`src/verilog/lin_mode_pkg.sv`:
```
package lin_mode_pkg;

  // transceiver mode field encodings
  localparam logic [1:0] MODE_OFF = 2'h0;
  localparam logic [1:0] MODE_WAKE = 2'h1;
  localparam logic [1:0] MODE_RXONLY = 2'h2;
  localparam logic [1:0] MODE_NORMAL = 2'h3;
  localparam logic [1:0] MODE_RESET = MODE_OFF;

  // chip operating modes
  typedef enum logic [2:0] {
    CHIP_NORMAL,
    CHIP_STOP,
    CHIP_SLEEP,
    CHIP_RESTART,
    CHIP_FAILSAFE
  } chip_mode_type;

  localparam int CLK_HZ = 10000000;
  // enable time in microseconds
  localparam int EN_TIME_US = 18;
  localparam int EN_CYCLES = (EN_TIME_US * (CLK_HZ / 1000000));
  // transmit dominant time-out in microseconds
  localparam int TXTO_TIME_US = 6000;
  localparam int TXTO_CYCLES = (TXTO_TIME_US * (CLK_HZ / 1000000));
  // wake filter dominant time in microseconds
  localparam int WAKE_TIME_US = 150;
  localparam int WAKE_CYCLES = (WAKE_TIME_US * (CLK_HZ / 1000000));
  localparam int CNT_W = 20;

endpackage

```
`src/verilog/lin_sync2.sv`:
```
`timescale 1ns/100ps
`default_nettype none
module lin_sync2 (
  // clock and reset
  input wire logic core_clk,
  input wire logic arst_n,
  // pin in, synchronised copy out
  input wire logic pinIn,
  output logic syncOut
);
  logic stage1_q;
  always_ff @(posedge core_clk or negedge arst_n) begin
    if (!arst_n) begin
      stage1_q <= 1'b1;
      syncOut <= 1'b1;
    end else begin
      stage1_q <= pinIn;
      syncOut <= stage1_q;
    end
  end
endmodule
`default_nettype wire

```
`src/verilog/lin_timer.sv`:
```
`timescale 1ns/100ps
`default_nettype none
module lin_timer
  import lin_mode_pkg::*;
#(
  parameter logic [CNT_W-1:0] LIMIT = 20'h1
) (
  // clock and reset
  input wire logic core_clk,
  input wire logic arst_n,
  // count control
  input wire logic run,
  output logic expired
);
  logic [CNT_W-1:0] cnt_q;
  logic [CNT_W-1:0] cnt_d;
  assign cnt_d = !run ? '0 : (cnt_q == LIMIT) ? cnt_q : cnt_q + 20'h1;
  assign expired = run && (cnt_q == LIMIT);
  always_ff @(posedge core_clk or negedge arst_n) begin
    if (!arst_n) begin
      cnt_q <= '0;
    end else begin
      cnt_q <= cnt_d;
    end
  end
endmodule
`default_nettype wire

```
`src/verilog/lin_transceiver_mode_control.sv`:
```
// Function
// - mode chosen from written mode field
// - off mode after power-up
// - off allowed always; no transmit or receive
// - off mode ignores bus wake
// - normal mode entered on request in normal
// - normal only in chip normal or stop
// - normal: transmit low drives bus dominant
// - only dominant begun after enable transmits
// - normal: receive output follows bus level
// - receive-only: driver off, receive tracks bus
// - receive-only only in chip normal or stop
// - wake field reads 01 after wake
// - after wake receive held low
// - transmit time-out disables driver, sets fault
`timescale 1ns/100ps
`default_nettype none
module lin_transceiver_mode_control
  import lin_mode_pkg::*;
(
  // clock and reset
  input wire logic core_clk,
  input wire logic arst_n,
  // mode field write port
  input wire logic modeWrite,
  input wire logic [1:0] modeWdata,
  output logic [1:0] linModeField,
  input wire chip_mode_type chipMode,
  // controller pins
  input wire logic linTransmitInput,
  output logic rxdOut,
  // bus pin and driver
  input wire logic busSense,
  output logic busDriveDominant,
  // status
  output logic wakeEvent,
  output logic linFaultFlag,
  input wire logic faultClear
);
  logic txdSync;
  logic busSync;
  logic [1:0] mode_q;
  logic [1:0] mode_d;
  logic woken_q;
  logic woken_d;
  logic armed_q;
  logic enDone_q;
  logic gate_q;
  logic gate_d;
  logic fault_q;
  logic wakeEv_q;
  logic rxd_q;
  logic drive_q;
  logic prevBus_q;
  logic wakeLong_q;
  logic enExpired;
  logic txToExpired;
  logic wakeExpired;
  logic chipActive;
  logic wrLegal;
  logic isNormal;
  logic modeChange;
  logic busRise;
  logic wakeDetect;
  logic driveNext;
  logic rearmChip;
  logic armed_d;
  logic enDone_d;
  logic fault_d;
  logic wakeLong_d;
  logic rxTrack;
  logic rxHoldLow;
  logic rxd_d;

  lin_sync2 u_sync_txd (
    .core_clk(core_clk),
    .arst_n(arst_n),
    .pinIn(linTransmitInput),
    .syncOut(txdSync)
  );
  lin_sync2 u_sync_bus (
    .core_clk(core_clk),
    .arst_n(arst_n),
    .pinIn(busSense),
    .syncOut(busSync)
  );

  // enable time counted from entry to normal
  lin_timer #(.LIMIT(CNT_W'(EN_CYCLES))) u_en_timer (
    .core_clk(core_clk),
    .arst_n(arst_n),
    .run(isNormal),
    .expired(enExpired)
  );
  // transmit dominant time-out
  lin_timer #(.LIMIT(CNT_W'(TXTO_CYCLES))) u_txto_timer (
    .core_clk(core_clk),
    .arst_n(arst_n),
    .run(isNormal && !txdSync),
    .expired(txToExpired)
  );
  // wake filter on dominant bus
  lin_timer #(.LIMIT(CNT_W'(WAKE_CYCLES))) u_wake_timer (
    .core_clk(core_clk),
    .arst_n(arst_n),
    .run((mode_q == MODE_WAKE) && !busSync),
    .expired(wakeExpired)
  );

  assign chipActive = (chipMode == CHIP_NORMAL) || (chipMode == CHIP_STOP);
  // off and wake always legal; normal/rx-only need normal or stop
  assign wrLegal = (modeWdata == MODE_OFF) || (modeWdata == MODE_WAKE) || chipActive;
  assign isNormal = (mode_q == MODE_NORMAL);

  always_comb begin
    mode_d = mode_q;
    if (modeWrite && wrLegal) begin
      mode_d = modeWdata;
    end else if (chipMode == CHIP_FAILSAFE) begin
      mode_d = MODE_WAKE;
    end else if (!chipActive && (mode_q == MODE_NORMAL || mode_q == MODE_RXONLY)) begin
      mode_d = MODE_WAKE;
    end
  end
  assign modeChange = (mode_d != mode_q);
  assign linModeField = mode_q;

  // wake: dominant longer than filter, then release
  assign busRise = busSync && !prevBus_q;
  assign rearmChip = (chipMode == CHIP_STOP) || (chipMode == CHIP_SLEEP)
    || (chipMode == CHIP_FAILSAFE);
  assign wakeDetect = (mode_q == MODE_WAKE) && armed_q && wakeLong_q && busRise;
  assign woken_d = modeChange ? 1'b0 : (woken_q || wakeDetect);

  // gate opens only on recessive transmit after enable
  assign gate_d = !isNormal || modeChange ? 1'b0 : (gate_q || (enDone_q && txdSync));
  assign driveNext = isNormal && !modeChange && gate_q && !txdSync && !txToExpired;

  // next values of the state flags
  assign armed_d = ((modeChange && mode_q == MODE_WAKE) || rearmChip) ? 1'b1
    : (wakeDetect ? 1'b0 : armed_q);
  assign enDone_d = (isNormal && !modeChange) && (enDone_q || enExpired);
  // set wins over clear
  assign fault_d = (isNormal && txToExpired) || (fault_q && !faultClear);
  assign wakeLong_d = busSync ? 1'b0 : (wakeLong_q || wakeExpired);
  // receive follows bus when listening, low after wake, idle high otherwise
  assign rxTrack = (mode_d == MODE_NORMAL) || (mode_d == MODE_RXONLY);
  assign rxHoldLow = (mode_d == MODE_WAKE) && woken_d;
  assign rxd_d = rxTrack ? busSync : !rxHoldLow;

  always_ff @(posedge core_clk or negedge arst_n) begin
    if (!arst_n) begin
      mode_q <= MODE_RESET;
    end else begin
      mode_q <= mode_d;
    end
  end

  always_ff @(posedge core_clk or negedge arst_n) begin
    if (!arst_n) begin
      woken_q <= 1'b0;
    end else begin
      woken_q <= woken_d;
    end
  end

  always_ff @(posedge core_clk or negedge arst_n) begin
    if (!arst_n) begin
      armed_q <= 1'b1;
    end else begin
      armed_q <= armed_d;
    end
  end

  always_ff @(posedge core_clk or negedge arst_n) begin
    if (!arst_n) begin
      enDone_q <= 1'b0;
    end else begin
      enDone_q <= enDone_d;
    end
  end

  always_ff @(posedge core_clk or negedge arst_n) begin
    if (!arst_n) begin
      gate_q <= 1'b0;
    end else begin
      gate_q <= gate_d;
    end
  end

  always_ff @(posedge core_clk or negedge arst_n) begin
    if (!arst_n) begin
      fault_q <= 1'b0;
    end else begin
      fault_q <= fault_d;
    end
  end

  always_ff @(posedge core_clk or negedge arst_n) begin
    if (!arst_n) begin
      wakeEv_q <= 1'b0;
    end else begin
      wakeEv_q <= wakeDetect;
    end
  end

  always_ff @(posedge core_clk or negedge arst_n) begin
    if (!arst_n) begin
      prevBus_q <= 1'b1;
    end else begin
      prevBus_q <= busSync;
    end
  end

  always_ff @(posedge core_clk or negedge arst_n) begin
    if (!arst_n) begin
      wakeLong_q <= 1'b0;
    end else begin
      wakeLong_q <= wakeLong_d;
    end
  end

  always_ff @(posedge core_clk or negedge arst_n) begin
    if (!arst_n) begin
      drive_q <= 1'b0;
    end else begin
      drive_q <= driveNext;
    end
  end

  always_ff @(posedge core_clk or negedge arst_n) begin
    if (!arst_n) begin
      rxd_q <= 1'b1;
    end else begin
      rxd_q <= rxd_d;
    end
  end

  assign busDriveDominant = drive_q;
  assign rxdOut = rxd_q;
  assign wakeEvent = wakeEv_q;
  assign linFaultFlag = fault_q;

  a_off_no_drive: assert property (@(posedge core_clk) disable iff (!arst_n)
    (mode_q == MODE_OFF) |=> !busDriveDominant || $past(mode_q) != MODE_OFF)
    else $error("driver active in off mode");
  a_nonnormal_recessive: assert property (@(posedge core_clk) disable iff (!arst_n)
    !isNormal |=> !busDriveDominant)
    else $error("driver active outside normal mode");
  a_off_no_wake: assert property (@(posedge core_clk) disable iff (!arst_n)
    (mode_q == MODE_OFF) |=> !wakeEvent)
    else $error("wake reported in off mode");
  a_off_rxd_high: assert property (@(posedge core_clk) disable iff (!arst_n)
    (mode_q == MODE_OFF) && $stable(mode_q) |-> rxdOut)
    else $error("receive active in off mode");
  a_normal_gated: assert property (@(posedge core_clk) disable iff (!arst_n)
    isNormal |-> chipActive || $past(chipActive))
    else $error("normal mode outside normal or stop");
  a_no_early_dom: assert property (@(posedge core_clk) disable iff (!arst_n)
    $rose(isNormal) ##1 !txdSync [*3] |-> !busDriveDominant)
    else $error("early dominant reached bus");
  a_rxonly_tracks: assert property (@(posedge core_clk) disable iff (!arst_n)
    (mode_q == MODE_RXONLY) && (mode_d == MODE_RXONLY) |=> !busDriveDominant
      && (rxdOut == $past(busSync)))
    else $error("receive-only not tracking");
  a_wake_rxd_low: assert property (@(posedge core_clk) disable iff (!arst_n)
    woken_q && (mode_q == MODE_WAKE) && (mode_d == MODE_WAKE) |=> !rxdOut)
    else $error("receive not held low after wake");
  a_txto_fault: assert property (@(posedge core_clk) disable iff (!arst_n)
    isNormal && txToExpired |=> linFaultFlag && !busDriveDominant)
    else $error("time-out not handled");
  a_wake_field: assert property (@(posedge core_clk) disable iff (!arst_n)
    wakeEvent |-> linModeField == MODE_WAKE || $past(modeWrite))
    else $error("field changed after wake");

  c_normal_tx: cover property (@(posedge core_clk) disable iff (!arst_n)
    isNormal && busDriveDominant);
  c_wake: cover property (@(posedge core_clk) disable iff (!arst_n) wakeEvent);
  a_normal_rxd: assert property (@(posedge core_clk) disable iff (!arst_n)
    isNormal && (mode_d == MODE_NORMAL) |=> rxdOut == $past(busSync))
    else $error("receive not following bus");
  a_gate_closed: assert property (@(posedge core_clk) disable iff (!arst_n)
    !gate_q |=> !busDriveDominant)
    else $error("dominant sent before gate opened");
  a_chip_inactive: assert property (@(posedge core_clk) disable iff (!arst_n)
    !chipActive |=> !isNormal && (linModeField != MODE_RXONLY))
    else $error("active mode kept outside normal or stop");
  a_off_write: assert property (@(posedge core_clk) disable iff (!arst_n)
    modeWrite && (modeWdata == MODE_OFF) |=> linModeField == MODE_OFF)
    else $error("off mode write refused");
  a_normal_entry: assert property (@(posedge core_clk) disable iff (!arst_n)
    modeWrite && chipActive && (modeWdata == MODE_NORMAL) |=> isNormal)
    else $error("normal mode write not taken");
  a_fault_sticky: assert property (@(posedge core_clk) disable iff (!arst_n)
    linFaultFlag && !faultClear |=> linFaultFlag)
    else $error("fault flag lost without clear");
  a_wake_source: assert property (@(posedge core_clk) disable iff (!arst_n)
    wakeEvent |-> $past(mode_q) == MODE_WAKE)
    else $error("wake reported outside wake mode");

  c_timeout: cover property (@(posedge core_clk) disable iff (!arst_n) $rose(linFaultFlag));
  c_rx_only: cover property (@(posedge core_clk) disable iff (!arst_n)
    (mode_q == MODE_RXONLY) && !rxdOut);
  c_fault_clear: cover property (@(posedge core_clk) disable iff (!arst_n)
    $fell(linFaultFlag));
endmodule
`default_nettype wire
```
`config.mk`:
```
export PLATFORM = sky130hd
export DESIGN_NAME = lin_transceiver_mode_control
export DESIGN_NICKNAME = d
export VERILOG_FILES = /design/src/verilog/lin_mode_pkg.sv /design/src/verilog/lin_sync2.sv /design/src/verilog/lin_timer.sv /design/src/verilog/lin_transceiver_mode_control.sv
export SDC_FILE = /design/constraint.sdc
export NUM_CORES = 1
export LEC_CHECK = 0
export BUFFER_PORTS_ARGS = -buffer_cell sky130_fd_sc_hd__buf_2
export CAP_MARGIN = 20
export CORE_MARGIN = 5
export CORE_UTILIZATION = 23
export CTS_CLUSTER_DIAMETER = 30
export CTS_CLUSTER_SIZE = 10
export DETAILED_ROUTE_END_ITERATION = 7
export PLACE_DENSITY_LB_ADDON = 0.05
export SYNTH_ARGS = -nofsm -noshare
export SYNTH_HDL_FRONTEND = slang
export SYNTH_HIERARCHICAL = 1
export SYNTH_SLANG_ARGS = --single-unit
```
`constraint.sdc`:
```
create_clock -name core_clk -period 5 [get_ports core_clk]
set_input_delay 0.25 -clock core_clk [delete_from_list [all_inputs] [get_ports core_clk]]
set_output_delay 0.25 -clock core_clk [all_outputs]
set_load 0.03 [all_outputs]
```
==> impl_metrics.env <==
export IMPL_max_cap_violations=0
export IMPL_syn_area_um2=4120
export IMPL_wl_mm=10.1
export IMPL_io_pins=17
export IMPL_setup_violations=0
export IMPL_die_y_um=144
export IMPL_crit_path_end_kind="flop"
export IMPL_fillers=1893
export IMPL_wire_per_inst_um=14.9
export IMPL_min_period_ns=2.19
export IMPL_yosys_top_cells_area="dfrtp_1 42%, dfstp_2 4.5%, nor2_1 3.9%"
export IMPL_portBuffers=16
export IMPL_grt_start_max_net_pins=61
export IMPL_vias=3172
export IMPL_diodes=0
export IMPL_cts_resized=0
export IMPL_cp_max_fo=17
export IMPL_max_stage_delay_ns=0.58
export IMPL_status="finished, final reports clean"
export IMPL_synth_async_sr_flop_share=1.00
export IMPL_critPathSlowestCell="or4_1"
export IMPL_synth_edf_count=0
export IMPL_maxSlewHeadroom=0.455
export IMPL_grt_pass1_vias=3118
export IMPL_final_max_slew_viol_count=0
export IMPL_cp_required_ns=5.28
export IMPL_postCtsHoldBufs=2
export IMPL_multi_input_area_um2=2070
export IMPL_overflow=0
export IMPL_synth_avg_cell_area_um2=9.67
export IMPL_yosysWarningCount=6
export IMPL_hold_violations=0
export IMPL_p_leak_uw=0.00186
export IMPL_layout_nets=464
export IMPL_vias_per_cell=4.66
export IMPL_synth_nets=443
export IMPL_worstMarginPinSlew_ns=0.817
export IMPL_power_density_nw_per_um2=278
export IMPL_totalNegativeSetupSlack_ns=0
export IMPL_drt_pass1_iterations=4
export IMPL_drc=0
export IMPL_ys_seq_elements=76
export IMPL_critPathArrivalTime_ns=2.47
export IMPL_synthCells=426
export IMPL_syn_to_final_growth_pct=15.0
export IMPL_period_share=0.438
export IMPL_cp_cell_sequence="nand2_1, inv_1, inv_1, or4_1, nand2_1"
export IMPL_cts_clk_slew_worst_paths_ns=0.07
export IMPL_ys_types=60
export IMPL_critPathLaunchType="flop"
export IMPL_cts_tree="done"
export IMPL_finalPower_uw=1320
export IMPL_yosys_area_top_type="dfrtp_1"
export IMPL_clock_path_buffers=2
export IMPL_rsz0062_at_grt="no"
export IMPL_htreeDepth=3
export IMPL_layout_drive_gt1_share=0.142
export IMPL_start_util=0.232
export IMPL_dpl_hpwl_mm=7.05
export IMPL_post_cts_buffers=0
export IMPL_ant_nets=0
export IMPL_hp_class="input port to flop"
export IMPL_dieArea_um2=20700
export IMPL_final_setup_skew_ns=0.00770
export IMPL_crit_type="flop to flop"
export IMPL_gp_congestion=0.719
export IMPL_cts_buffers=9
export IMPL_row_count=49
export IMPL_drt_iter0_drc=114
export IMPL_synth_ff_type="dfrtp_1"
export IMPL_rrSetupSlack_ns=2.81
export IMPL_antenna_found_initial=0
export IMPL_regArea_um2=1910
export IMPL_grt_usage=0.106
export IMPL_yosysSeqAreaShare=0.464
export IMPL_worst_skew_pair_late_latency_ns=0.34
export IMPL_grt_pass1_wl_mm=17.1
export IMPL_fp_coreArea_um2=17800
export IMPL_ir_drop_mv=0.145
export IMPL_netlist_area_leader_share=0.419
export IMPL_die_x_um=144
export IMPL_cts_root_buf="clkbuf_16"
export IMPL_cts_sinks=76
export IMPL_fmax_mhz=457
worst max-delay path: cells and delay by family, from the launching register on:
family        cells  cell delay [ns]
buf+inv           2             0.84
flops             1             0.49
simple gates      3             0.80
area by class of cell:
| type | count | area share |
|---|---|---|
| repair buffers | 20 | 0.0248 |
| well taps | 229 | 0.0605 |
| flip-flops and latches | 76 | 0.403 |
| clock buffers | 9 | 0.0475 |
| multi-input cells | 321 | 0.438 |
| clock inverters | 7 | 0.0111 |
| inverters | 19 | 0.0151 |
per-layer routing:
metal,vias to the layer above,global-route usage,part of all wire
li1,1582,-,-
met1,1556,0.138,0.48
met2,28,0.171,0.48
met3,6,0.0339,0.029
met4,0,0.0282,0.011
met5,-,0,0
power breakdown:
group	total [uW]	switching [uW]	internal (uW)
Sequential	630	7.13	622
Clock	620	282	338
Combinational	67.9	47.5	20.4
Total	1320	336	981
logic make-up after synthesis:
group,Yosys count,synth area share
AO/OA/AOI/OAI,52,0.0793
XOR/XNOR,27,0.0574
adder cells (fa/ha/maj),6,0.0182
buffers and inverters,29,0.0325
flip-flops,76,0.464
multiplexers,13,0.0316
AND/OR/NAND/NOR,223,0.317
layout by cell type (no fill, tap or decap), types with 13 or more instances in the layout:
cell type   n
a21oi_1    15
buf_2      15
dfrtp_1    69
inv_1      18
mux2i_1    13
nand2_1    35
nand3_1    26
nand4_1    14
nor2_1     43
nor3_1     21
xor2_1     15
per-stage QoR:
stage / util / worst slack (ns) / instances / cell area, um^2 / hold WS (ns)
3_3_place_gp: 0.250 / 2.82 / 663 / 4440 / 0.142
6_report: 0.266 / 2.81 / 681 / 4740 / 0.0363
5_1_grt: 0.266 / 2.53 / 681 / 4740 / 0.00517
3_5_place_dp: 0.250 / 2.75 / 663 / 4440 / 0.143
2_1_floorplan: - / 3.01 / 426 / 4120 / -0.0456
4_1_cts: 0.266 / 2.75 / 681 / 4740 / 0.0112
synth_stat cells, drive strengths merged, types with 8 or more instances:
cell type / count
a21oi: 15
and3: 8
dfrtp: 69
inv: 18
mux2i: 13
nand2: 35
nand2b: 11
nand3: 31
nand4: 16
nor2: 43
nor3: 21
nor4: 8
o21ai: 16
or3: 13
xnor2: 12
xor2: 15
worst paths after layout:
| kind | startpoint | end | cells past startpoint |
|---|---|---|---|
| setup / recovery | linModeField[0]$_DFF_PN0_ | u_en_timer/cnt_q[13]$_DFFE_PN0P_ | 5 |
| max in group asynchronous | arst_n | u_txto_timer/cnt_q[8]$_DFFE_PN0P_ | 3 |
| hold reg to reg | u_sync_txd/stage1_q$_DFF_PN1_ | u_sync_txd/syncOut$_DFF_PN1_ | 0 |
| min in group asynchronous | arst_n | u_wake_timer/cnt_q[9]$_DFFE_PN0P_ | 2 |
| setup reg to reg | linModeField[0]$_DFF_PN0_ | u_en_timer/cnt_q[13]$_DFFE_PN0P_ | 5 |
| hold / removal | busSense | u_sync_bus/stage1_q$_DFF_PN1_ | 1 |
sequential cells by signal (all words and copies together), names as in the netlist, 2 cells and up:
name	count
u_txto_timer/cnt_q	20
linModeField	2
u_wake_timer/cnt_q	20
u_en_timer/cnt_q	20
No activity file was read; power rests on OpenSTA's default activity.
